**config.mk**
```make
export PLATFORM = sky130hd
export DESIGN_NAME = rtcu_ctrl
export DESIGN_NICKNAME = d
export VERILOG_FILES = /design/src/rtcu_pkg.sv /design/src/rtcu_ctrl.sv
export SDC_FILE = /design/constraint.sdc
export NUM_CORES = 1
export LEC_CHECK = 0
export ABC_CLOCK_PERIOD_IN_PS = 3600
export CAP_MARGIN = 20
export CORE_UTILIZATION = 64
export DETAILED_ROUTE_END_ITERATION = 16
export DONT_BUFFER_PORTS = 1
export MAX_ROUTING_LAYER = met4
export PLACE_DENSITY = 0.79
export SYNTH_ARGS = -nofsm -noshare
export SYNTH_HDL_FRONTEND = slang
export SYNTH_SLANG_ARGS = --single-unit
```
**constraint.sdc**
```tcl
create_clock -name clk_sys_in -period 3.6 [get_ports clk_sys_in]
set_input_delay 0.36 -clock clk_sys_in [delete_from_list [all_inputs] [get_ports clk_sys_in]]
set_output_delay 0.36 -clock clk_sys_in [all_outputs]
set_load 0.05 [all_outputs]
```
**src/rtcu_pkg.sv**
```systemverilog
// package of constants for the clock update, divider and interrupt control block.
// assumes a 100 MHz system clock and a 32.768 kHz time base arriving on a pin.
package rtcu_pkg;

    // ==================================================
    // register offsets
    localparam logic [7:0] RTCU_RATE_DIVIDER_CTRL_OFS = 8'h0a;
    localparam logic [7:0] RTCU_MODE_CTRL_OFS = 8'h0b;
    localparam logic [7:0] RTCU_IRQ_FLAGS_OFS = 8'h0c;

    // ==================================================
    // field positions
    localparam int RTCU_UPDATE_PENDING_BIT = 7;
    localparam int RTCU_DIV_SEL_LSB = 4;
    localparam int RTCU_RATE_SEL_LSB = 0;
    localparam int RTCU_INHIBIT_BIT = 7;
    localparam int RTCU_PIE_BIT = 6;
    localparam int RTCU_AIE_BIT = 5;
    localparam int RTCU_UIE_BIT = 4;
    localparam int RTCU_DATA_FMT_BIT = 2;
    localparam int RTCU_HOUR_FMT_BIT = 1;
    localparam int RTCU_IRQ_SUMMARY_FLAG_BIT = 7;
    localparam int RTCU_PF_BIT = 6;
    localparam int RTCU_AF_BIT = 5;
    localparam int RTCU_UF_BIT = 4;

    // ==================================================
    // reset values and the normal divider code
    localparam logic [2:0] RTCU_DIV_SEL_RST = 3'h0;
    localparam logic [3:0] RTCU_RATE_SEL_RST = 4'h0;
    localparam logic [2:0] RTCU_DIV_NORMAL = 3'h2;

    // ==================================================
    // divider and timing
    localparam int RTCU_DIV_STAGES = 22;
    localparam logic [21:0] RTCU_DIV_HALF_PRESET = 22'h004000;
    localparam logic [14:0] RTCU_SEC_LAST = 15'h7fff;
    localparam logic [14:0] RTCU_LEAD_TICKS = 15'h0008;
    localparam logic [14:0] RTCU_UIP_START = RTCU_SEC_LAST - RTCU_LEAD_TICKS;
    localparam int RTCU_CLK_MHZ = 100;
    localparam int RTCU_UIP_LEAD_US = 244;
    localparam int RTCU_UPD_CYCLE_US = 1948;
    localparam int RTCU_CNT_W = 18;
    localparam int RTCU_UIP_LEAD_CYC_I = RTCU_UIP_LEAD_US * RTCU_CLK_MHZ;
    localparam int RTCU_UPD_CYCLE_CYC_I = RTCU_UPD_CYCLE_US * RTCU_CLK_MHZ;

    typedef enum logic [1:0] {
        UPD_IDLE,
        UPD_LEAD,
        UPD_BUSY
    } rtcu_upd_state_t;

endpackage : rtcu_pkg

```
**src/rtcu_ctrl.sv**
```systemverilog
// update sequencing, divider chain, periodic rate and interrupt flags of the clock.
// assumes time counters outside follow advance_out and present their bytes back here.
//
// Overview of operation
// - one update per second only when inhibit clear and divider not held
// - update advances time with carries, then compares alarm bytes incl. don't-care
// - update-pending rises 244 us before the update begins
// - update cycle lasts 1948 us, measured while update-pending is high
// - the three control and status registers stay accessible at all times
// - setting inhibit aborts an update, blocks new ones, clears update-pending
// - inhibit is read/write and untouched by host reset or internal logic
// - divider select: 010 normal, 000/001/11x held, 011/10x test; host reset keeps
// - leaving a held divider code gives the first update half a second later
// - rate select picks one of 13 taps, or none when zero
// - rate select is read/write and survives host reset
// - periodic enable gates only the interrupt; host reset clears it
// - alarm each matching second gated by alarm enable; host reset clears enable
// - update enable gates only the update interrupt; host reset or inhibit rising clears it
// - data format bit: one binary, zero BCD; survives host reset
// - hour format bit: one 24-hour, zero 12-hour; survives host reset
// - daylight-saving bit and one reserved bit read zero: bits 0 and 3
// - summary flag is any flag with its enable; interrupt pin low then
// - reading the flag register or host reset clears all flags
// - periodic flag sets on the selected tap edge regardless of enable
// - update flag sets at end of every update; read or host reset clears
// - enabling an already set flag asserts the interrupt at once
// - flags stable through a read; events meanwhile posted after it
//
// Chosen here: strobed register access.
`timescale 1ns/100ps
`default_nettype none

module rtcu_ctrl import rtcu_pkg::*; #(
    parameter logic [RTCU_CNT_W-1:0] UIP_LEAD_CYC = RTCU_CNT_W'(RTCU_UIP_LEAD_CYC_I),
    parameter logic [RTCU_CNT_W-1:0] UPD_CYCLE_CYC = RTCU_CNT_W'(RTCU_UPD_CYCLE_CYC_I)
) (
    // clock and reset
    input wire logic clk_sys_in,
    input wire logic resetn_in,
    // pins
    input wire logic osc_32k_in,
    input wire logic host_reset_in,
    output logic irq_out_n_out,
    // register port
    input wire logic [7:0] reg_addr_in,
    input wire logic [7:0] reg_wdata_in,
    input wire logic reg_wr_in,
    input wire logic reg_rd_in,
    output logic [7:0] reg_rdata_out,
    // time counter link
    output logic advance_out,
    output logic update_pending_out,
    output logic data_format_select_out,
    output logic hour_format_out,
    input wire logic [7:0] time_sec_in,
    input wire logic [7:0] time_min_in,
    input wire logic [7:0] time_hour_in,
    input wire logic [7:0] alarm_sec_in,
    input wire logic [7:0] alarm_min_in,
    input wire logic [7:0] alarm_hour_in
);

    // ==================================================
    // helpers
    function automatic logic div_held(input logic [2:0] sel);
        div_held = (sel == 3'h0) || (sel == 3'h1) || (sel[2:1] == 2'b11);
    endfunction : div_held

    // low-bit mask whose all-ones state ends one period of the selected tap
    function automatic logic [21:0] rate_mask(input logic [3:0] code);
        logic [4:0] n;
        n = 5'(code);
        if (code == 4'h1 || code == 4'h2) begin
            n = 5'(code) + 5'h07;
        end
        rate_mask = (22'h000001 << (n - 5'h01)) - 22'h000001;
    endfunction : rate_mask

    function automatic logic alarm_hit(input logic [7:0] alm, input logic [7:0] tim);
        alarm_hit = (alm[7:6] == 2'b11) || (alm == tim);
    endfunction : alarm_hit

    // ==================================================
    // pin synchronisers
    logic osc_s1_q, osc_s2_q, osc_s3_q;
    logic hrst_s1_q, hrst_s2_q;
    logic tick, host_rst;

    always_ff @(posedge clk_sys_in) begin
        if (!resetn_in) begin
            osc_s1_q <= 1'b0;
            osc_s2_q <= 1'b0;
            osc_s3_q <= 1'b0;
        end else begin
            osc_s1_q <= osc_32k_in;
            osc_s2_q <= osc_s1_q;
            osc_s3_q <= osc_s2_q;
        end
    end

    always_ff @(posedge clk_sys_in) begin
        if (!resetn_in) begin
            hrst_s1_q <= 1'b0;
            hrst_s2_q <= 1'b0;
        end else begin
            hrst_s1_q <= host_reset_in;
            hrst_s2_q <= hrst_s1_q;
        end
    end

    assign tick = osc_s2_q & ~osc_s3_q;
    assign host_rst = hrst_s2_q;

    // ==================================================
    // register decode
    logic wr_a, wr_b, rd_c;
    assign wr_a = reg_wr_in && (reg_addr_in == RTCU_RATE_DIVIDER_CTRL_OFS);
    assign wr_b = reg_wr_in && (reg_addr_in == RTCU_MODE_CTRL_OFS);
    assign rd_c = reg_rd_in && (reg_addr_in == RTCU_IRQ_FLAGS_OFS);

    // ==================================================
    // rate and divider control; host reset deliberately ignored here
    logic [2:0] div_sel_q;
    logic [3:0] rate_sel_q;

    always_ff @(posedge clk_sys_in) begin
        if (!resetn_in) begin
            div_sel_q <= RTCU_DIV_SEL_RST;
            rate_sel_q <= RTCU_RATE_SEL_RST;
        end else if (wr_a) begin
            div_sel_q <= reg_wdata_in[RTCU_DIV_SEL_LSB +: 3];
            rate_sel_q <= reg_wdata_in[RTCU_RATE_SEL_LSB +: 4];
        end
    end

    // ==================================================
    // mode control
    logic inhibit_q, pie_q, aie_q, uie_q, dm_q, h24_q;
    logic inhibit_rise;
    assign inhibit_rise = wr_b && reg_wdata_in[RTCU_INHIBIT_BIT] && !inhibit_q;

    always_ff @(posedge clk_sys_in) begin
        if (!resetn_in) begin
            inhibit_q <= 1'b0;
            dm_q <= 1'b0;
            h24_q <= 1'b0;
        end else if (wr_b) begin
            inhibit_q <= reg_wdata_in[RTCU_INHIBIT_BIT];
            dm_q <= reg_wdata_in[RTCU_DATA_FMT_BIT];
            h24_q <= reg_wdata_in[RTCU_HOUR_FMT_BIT];
        end
    end

    always_ff @(posedge clk_sys_in) begin
        if (!resetn_in || host_rst) begin
            pie_q <= 1'b0;
            aie_q <= 1'b0;
        end else if (wr_b) begin
            pie_q <= reg_wdata_in[RTCU_PIE_BIT];
            aie_q <= reg_wdata_in[RTCU_AIE_BIT];
        end
    end

    always_ff @(posedge clk_sys_in) begin
        if (!resetn_in || host_rst || inhibit_rise) begin
            uie_q <= 1'b0;
        end else if (wr_b) begin
            uie_q <= reg_wdata_in[RTCU_UIE_BIT];
        end
    end

    assign data_format_select_out = dm_q;
    assign hour_format_out = h24_q;

    // ==================================================
    // divider chain; test codes count like normal operation
    logic [RTCU_DIV_STAGES-1:0] div_q;
    logic held;
    assign held = div_held(div_sel_q);

    always_ff @(posedge clk_sys_in) begin
        if (!resetn_in || held) begin
            div_q <= RTCU_DIV_HALF_PRESET;
        end else if (tick) begin
            div_q <= div_q + 22'h000001;
        end
    end

    // ==================================================
    // periodic events
    logic [21:0] pmask;
    logic pf_ev;
    assign pmask = rate_mask(rate_sel_q);
    assign pf_ev = tick && !held && (rate_sel_q != 4'h0) && ((div_q & pmask) == pmask);

    // ==================================================
    // update sequencer; the lead and busy spans run on the system clock so
    // update-pending timing does not depend on the slow time base phase
    rtcu_upd_state_t upd_state_q;
    logic [RTCU_CNT_W-1:0] upd_cnt_q;
    logic advance_q;
    logic upd_end, lead_end;

    assign lead_end = (upd_state_q == UPD_LEAD) && (upd_cnt_q == UIP_LEAD_CYC - 1'b1);
    assign upd_end = (upd_state_q == UPD_BUSY) && (upd_cnt_q == UPD_CYCLE_CYC - 1'b1);

    always_ff @(posedge clk_sys_in) begin
        if (!resetn_in || inhibit_q || held) begin
            upd_state_q <= UPD_IDLE;
            upd_cnt_q <= '0;
        end else begin
            unique case (upd_state_q)
                UPD_IDLE: begin
                    upd_cnt_q <= '0;
                    if (tick && div_q[14:0] == RTCU_UIP_START) begin
                        upd_state_q <= UPD_LEAD;
                    end
                end
                UPD_LEAD: begin
                    upd_cnt_q <= upd_cnt_q + 1'b1;
                    if (lead_end) begin
                        upd_state_q <= UPD_BUSY;
                    end
                end
                UPD_BUSY: begin
                    upd_cnt_q <= upd_cnt_q + 1'b1;
                    if (upd_end) begin
                        upd_state_q <= UPD_IDLE;
                    end
                end
            endcase
        end
    end

    always_ff @(posedge clk_sys_in) begin
        if (!resetn_in || inhibit_q || held) begin
            advance_q <= 1'b0;
        end else begin
            // a write that inhibits or holds in the same cycle cancels the advance
            advance_q <= lead_end && !(wr_b && reg_wdata_in[RTCU_INHIBIT_BIT])
                && !(wr_a && div_held(reg_wdata_in[RTCU_DIV_SEL_LSB +: 3]));
        end
    end

    assign advance_out = advance_q;
    assign update_pending_out = (upd_state_q != UPD_IDLE);

    // alarm compared at the end of the cycle, after the counters have advanced
    logic uf_ev, af_ev;
    assign uf_ev = upd_end && !inhibit_q;
    assign af_ev = uf_ev && alarm_hit(alarm_sec_in, time_sec_in) && alarm_hit(alarm_min_in, time_min_in)
        && alarm_hit(alarm_hour_in, time_hour_in);

    // ==================================================
    // flags; a read clears only what it returned, so new events win
    logic [2:0] flags_q;
    logic [2:0] ev_vec, en_vec;
    logic irq_summary_flag;
    assign ev_vec = {pf_ev, af_ev, uf_ev};
    assign en_vec = {pie_q, aie_q, uie_q};
    assign irq_summary_flag = |(flags_q & en_vec);

    always_ff @(posedge clk_sys_in) begin
        if (!resetn_in || host_rst) begin
            flags_q <= 3'h0;
        end else begin
            flags_q <= (flags_q & ~(rd_c ? flags_q : 3'h0)) | ev_vec;
        end
    end

    assign irq_out_n_out = ~irq_summary_flag;

    // ==================================================
    // read data, valid the cycle after the strobe only
    logic [7:0] rdata_q;

    always_ff @(posedge clk_sys_in) begin
        if (!resetn_in || !reg_rd_in) begin
            rdata_q <= 8'h00;
        end else begin
            unique case (reg_addr_in)
                RTCU_RATE_DIVIDER_CTRL_OFS: rdata_q <= {update_pending_out, div_sel_q, rate_sel_q};
                RTCU_MODE_CTRL_OFS: rdata_q <= {inhibit_q, pie_q, aie_q, uie_q, 1'b0, dm_q, h24_q, 1'b0};
                RTCU_IRQ_FLAGS_OFS: rdata_q <= {irq_summary_flag, flags_q, 4'h0};
                default: rdata_q <= 8'h00;
            endcase
        end
    end

    assign reg_rdata_out = rdata_q;

    // ==================================================
    // checks
    logic [RTCU_CNT_W-1:0] uip_age_q;

    always_ff @(posedge clk_sys_in) begin
        if (!resetn_in || !update_pending_out) begin
            uip_age_q <= '0;
        end else begin
            uip_age_q <= uip_age_q + 1'b1;
        end
    end
endmodule : rtcu_ctrl

`default_nettype wire

```
==> run metrics <==
CP Data Arrival Time 3.51 ns; clock latency on the worst-skew pair 0.36 ns; CTS tree built; postcts setup bufs 0; Adder-Cell Fraction of Synth Area 3.21%; min-delay src resetn_in; period utilization roughly 90%; top achievable clock speed 0.309 GHz; flops & latches, synth 72; initial antenna violation count 0; number of global-route vias before repair 3643; share of layout cells above drive strength 1 6.36%; first-pass GRT wire length about 17 mm; total number of vias approximately 3800; largest net degree at the start of global routing 25; die height 83.9 um; critical setup path kind flop to flop; register area 1440 sq um; Reg2Reg Depth 11; Mean Syn Cell Area 8.28 sq um; Critical Path Fanout Max 15; RSZ-0062 raised after global routing no; Clock Skews 0.0126 ns; cts repair resizes 0; CTS buffer count 9; GR Util All Layers a little under a third; Peak VDD IR 0.375 mV; mux contribution to synthesized area 5.02%; CTS Buffer Depth 2; largest family of logic cells by synthesized area simple AND/OR/NAND/NOR gates; Hold Path Depth 1; worst r2r src rate_sel_q[0]; DRT iter0 DRCs 262; Hold Path Class input port to flop; R2R Setup Slk 0.37 ns; Hold Vio Cnt, Final 0; final setup fails 0; clock slew at reported path FFs 0.08 ns; Pins Over Slew Limit 0; Post-Syn Area 4290 sq um; DRT Pass-1 Iters 11; slew margin rel. between 40 and 50%; Area Overhead vs Synth 4.90%; Final Core Density about 70%; failing checks design-rule violations; die area just over 7000 sq um; min Tclk post-route about 3.2 ns; site row count 29; IO Pins 83; core area approximately 6400 sq um; hold worst-path end div_q[14]; clock sink total between 70 and 80; post-DR vias/cell around 6.5; Yosys Warn Count 0; Slew @ Worst Pin 0.788 ns; Hold WS 0.0813 ns; RePlAce Congestion 0.951; dpl ws between 0.4 and 0.5 ns; unique cell type count in the Yosys netlist between 60 and 70; initial core utilization roughly two thirds; I/O Buffers 0; global route total overflow 0; Final nets 595; leak pwr between 1.5 and 2 nW; post-synthesis simple-gate area fraction 25.3%; cell count after synthesis 518; type of destination of the critical path flop; hold buffers post-CTS 0; critical path startpoint category flop; Die Wd around 84 um; status complete, but fails checks; reg-to-reg endpoint flags_q[2]; Fin Setup TNS 0 ns; ys async rst share 0%; most common library cell in the layout ignoring fill and taps nor2_1; WL final 10.3 mm; Synth Area in XOR/XNOR 12.9%; P per Cell Area 317 nW/um^2; CTS H-tree depth 3; DRT antenna net count 0; HPWL Detailed 7.80 mm; multi-input logic area 2710 sq um; commonest cells after routing, fill and taps aside nor2_1 (81), dfxtp_1 (72), xor2_1 (37), nand2_1 (30), xnor2_1 (26); fillers 530; Wirelength per Cell 17.4 um; Synth Area in Compound Gates 16.7%; syn nets approximately 600; post-synthesis sequential area ratio 33.6%; drt drc 2; clock tree root buffer cell clkbuf_8; final setup margin 0.366 ns; maxcap violations 0; EDFF count, synth 0; diodes inserted 0; Synth Flop Type dfxtp_1; CP required 3.87 ns
==> worst max-delay path, cell delays in order, from the launching register on <==
cell      delay [ns]
dfxtp_1         0.64
inv_1           0.19
ha_1            0.39
o21ba_2         0.27
nand4_1         0.10
ha_1            0.35
inv_1           0.22
o22a_1          0.16
o221ai_1        0.14
nor4b_1         0.33
nand4b_1        0.17
o31ai_2         0.19
==> synthesized netlist by cell type, types with 2 or more instances <==
master      n  area [sq um]
a211oi_1    2          15.0
a21o_1      3          22.5
a21oi_1    15          75.1
a221o_1     2          20.0
a22oi_1     6          45.0
a31oi_1     4          25.0
a32oi_1     2          17.5
and2_1     10          62.6
and3_1      8          50.1
and4_1      3          26.3
buf_2       4          20.0
clkbuf_1   13          48.8
dfxtp_1    72          1440
ha_1       11           138
inv_1      14          52.6
mux2_2      4          45.0
mux2i_1    17           170
nand2_1    30           113
nand2b_1    3          18.8
nand3_1    22           110
nand4_1    10          62.6
nor2_1     81           304
nor2b_1    13          81.3
nor3_1     10          50.1
nor3b_1     3          22.5
nor4_1      9          56.3
nor4b_1     3          26.3
o2111ai_1   3          26.3
o211ai_1    3          22.5
o21a_1      4          30.0
o21ai_0    20           100
o21ai_1     2          10.0
o21ba_2     2          20.0
o21bai_1    4          30.0
o221ai_1    2          17.5
o22a_1      2          17.5
o22ai_1     2          12.5
o311a_1     2          20.0
o31ai_1     2          15.0
o32ai_1     2          17.5
or2_1       2          12.5
or3_1       4          25.0
xnor2_1    26           228
xor2_1     37           324
==> how the worst max path moves through the flow <==
stage,from,endpoint,cells past startpoint
2_1_floorplan,rate_sel_q[0],flags_q[2],13
3_3_place_gp,rate_sel_q[0],flags_q[2],11
3_5_place_dp,rate_sel_q[0],flags_q[2],11
4_1_cts,rate_sel_q[0],flags_q[2],11
5_1_grt,rate_sel_q[0],flags_q[2],11
6_report,rate_sel_q[0],flags_q[2],11
==> per-stage QoR <==
stage               std cells  cell area [sq um]  power, mW
global placement          580               4330      0.870
finish                    596               4500       1.42
floorplan                 518               4290      0.868
global route              596               4500       1.47
CTS                       596               4500       1.43
detailed placement        580               4330      0.872
==> kinds of logic (layout without fill, tap and decap cells) <==
logic type | count (synthesis) | in the layout
AO/OA/AOI/OAI | 99 | 99
XOR/XNOR | 63 | 63
adder cells (fa/ha/maj) | 11 | 11
buffers and inverters | 33 | 34
flip-flops | 72 | 72
multiplexers | 21 | 21
other | 1 | 1
AND/OR/NAND/NOR | 218 | 218
==> layer usage <==
layer | track usage [%] | vias up | wire length, um
met5 | - | - | 0
met4 | 15.5 | 0 | 380
met3 | 7.91 | 39 | 777
met2 | 47.8 | 177 | 4600
met1 | 39.9 | 1786 | 4590
li1 | - | 1847 | -
==> cell type report <==
type	instances	area share (%)
timing repair buffer	3	0.500
multi-input combinational	413	60.3
inverter	15	1.25
clock inverter	6	0.973
clock buffer	10	2.84
sequential	72	32.0
tap	77	2.14
==> power by group <==
part           internal (mW)  leakage, nW  total, mW  switching, mW
sequential             0.798        0.581      0.799        0.00101
clock                  0.252       0.0866      0.571          0.319
combinational         0.0300        0.929     0.0545         0.0245
total                   1.08         1.60       1.42          0.344
==> sequential cells by signal (all words and copies together), names as in the netlist, 2 cells and up <==
name	cells
div_q	22
upd_cnt_q	18
reg_rdata_out	8
rate_sel_q	4
div_sel_q	3
flags_q	3
upd_state_q	2
No activity file was read; power rests on OpenSTA's default activity.
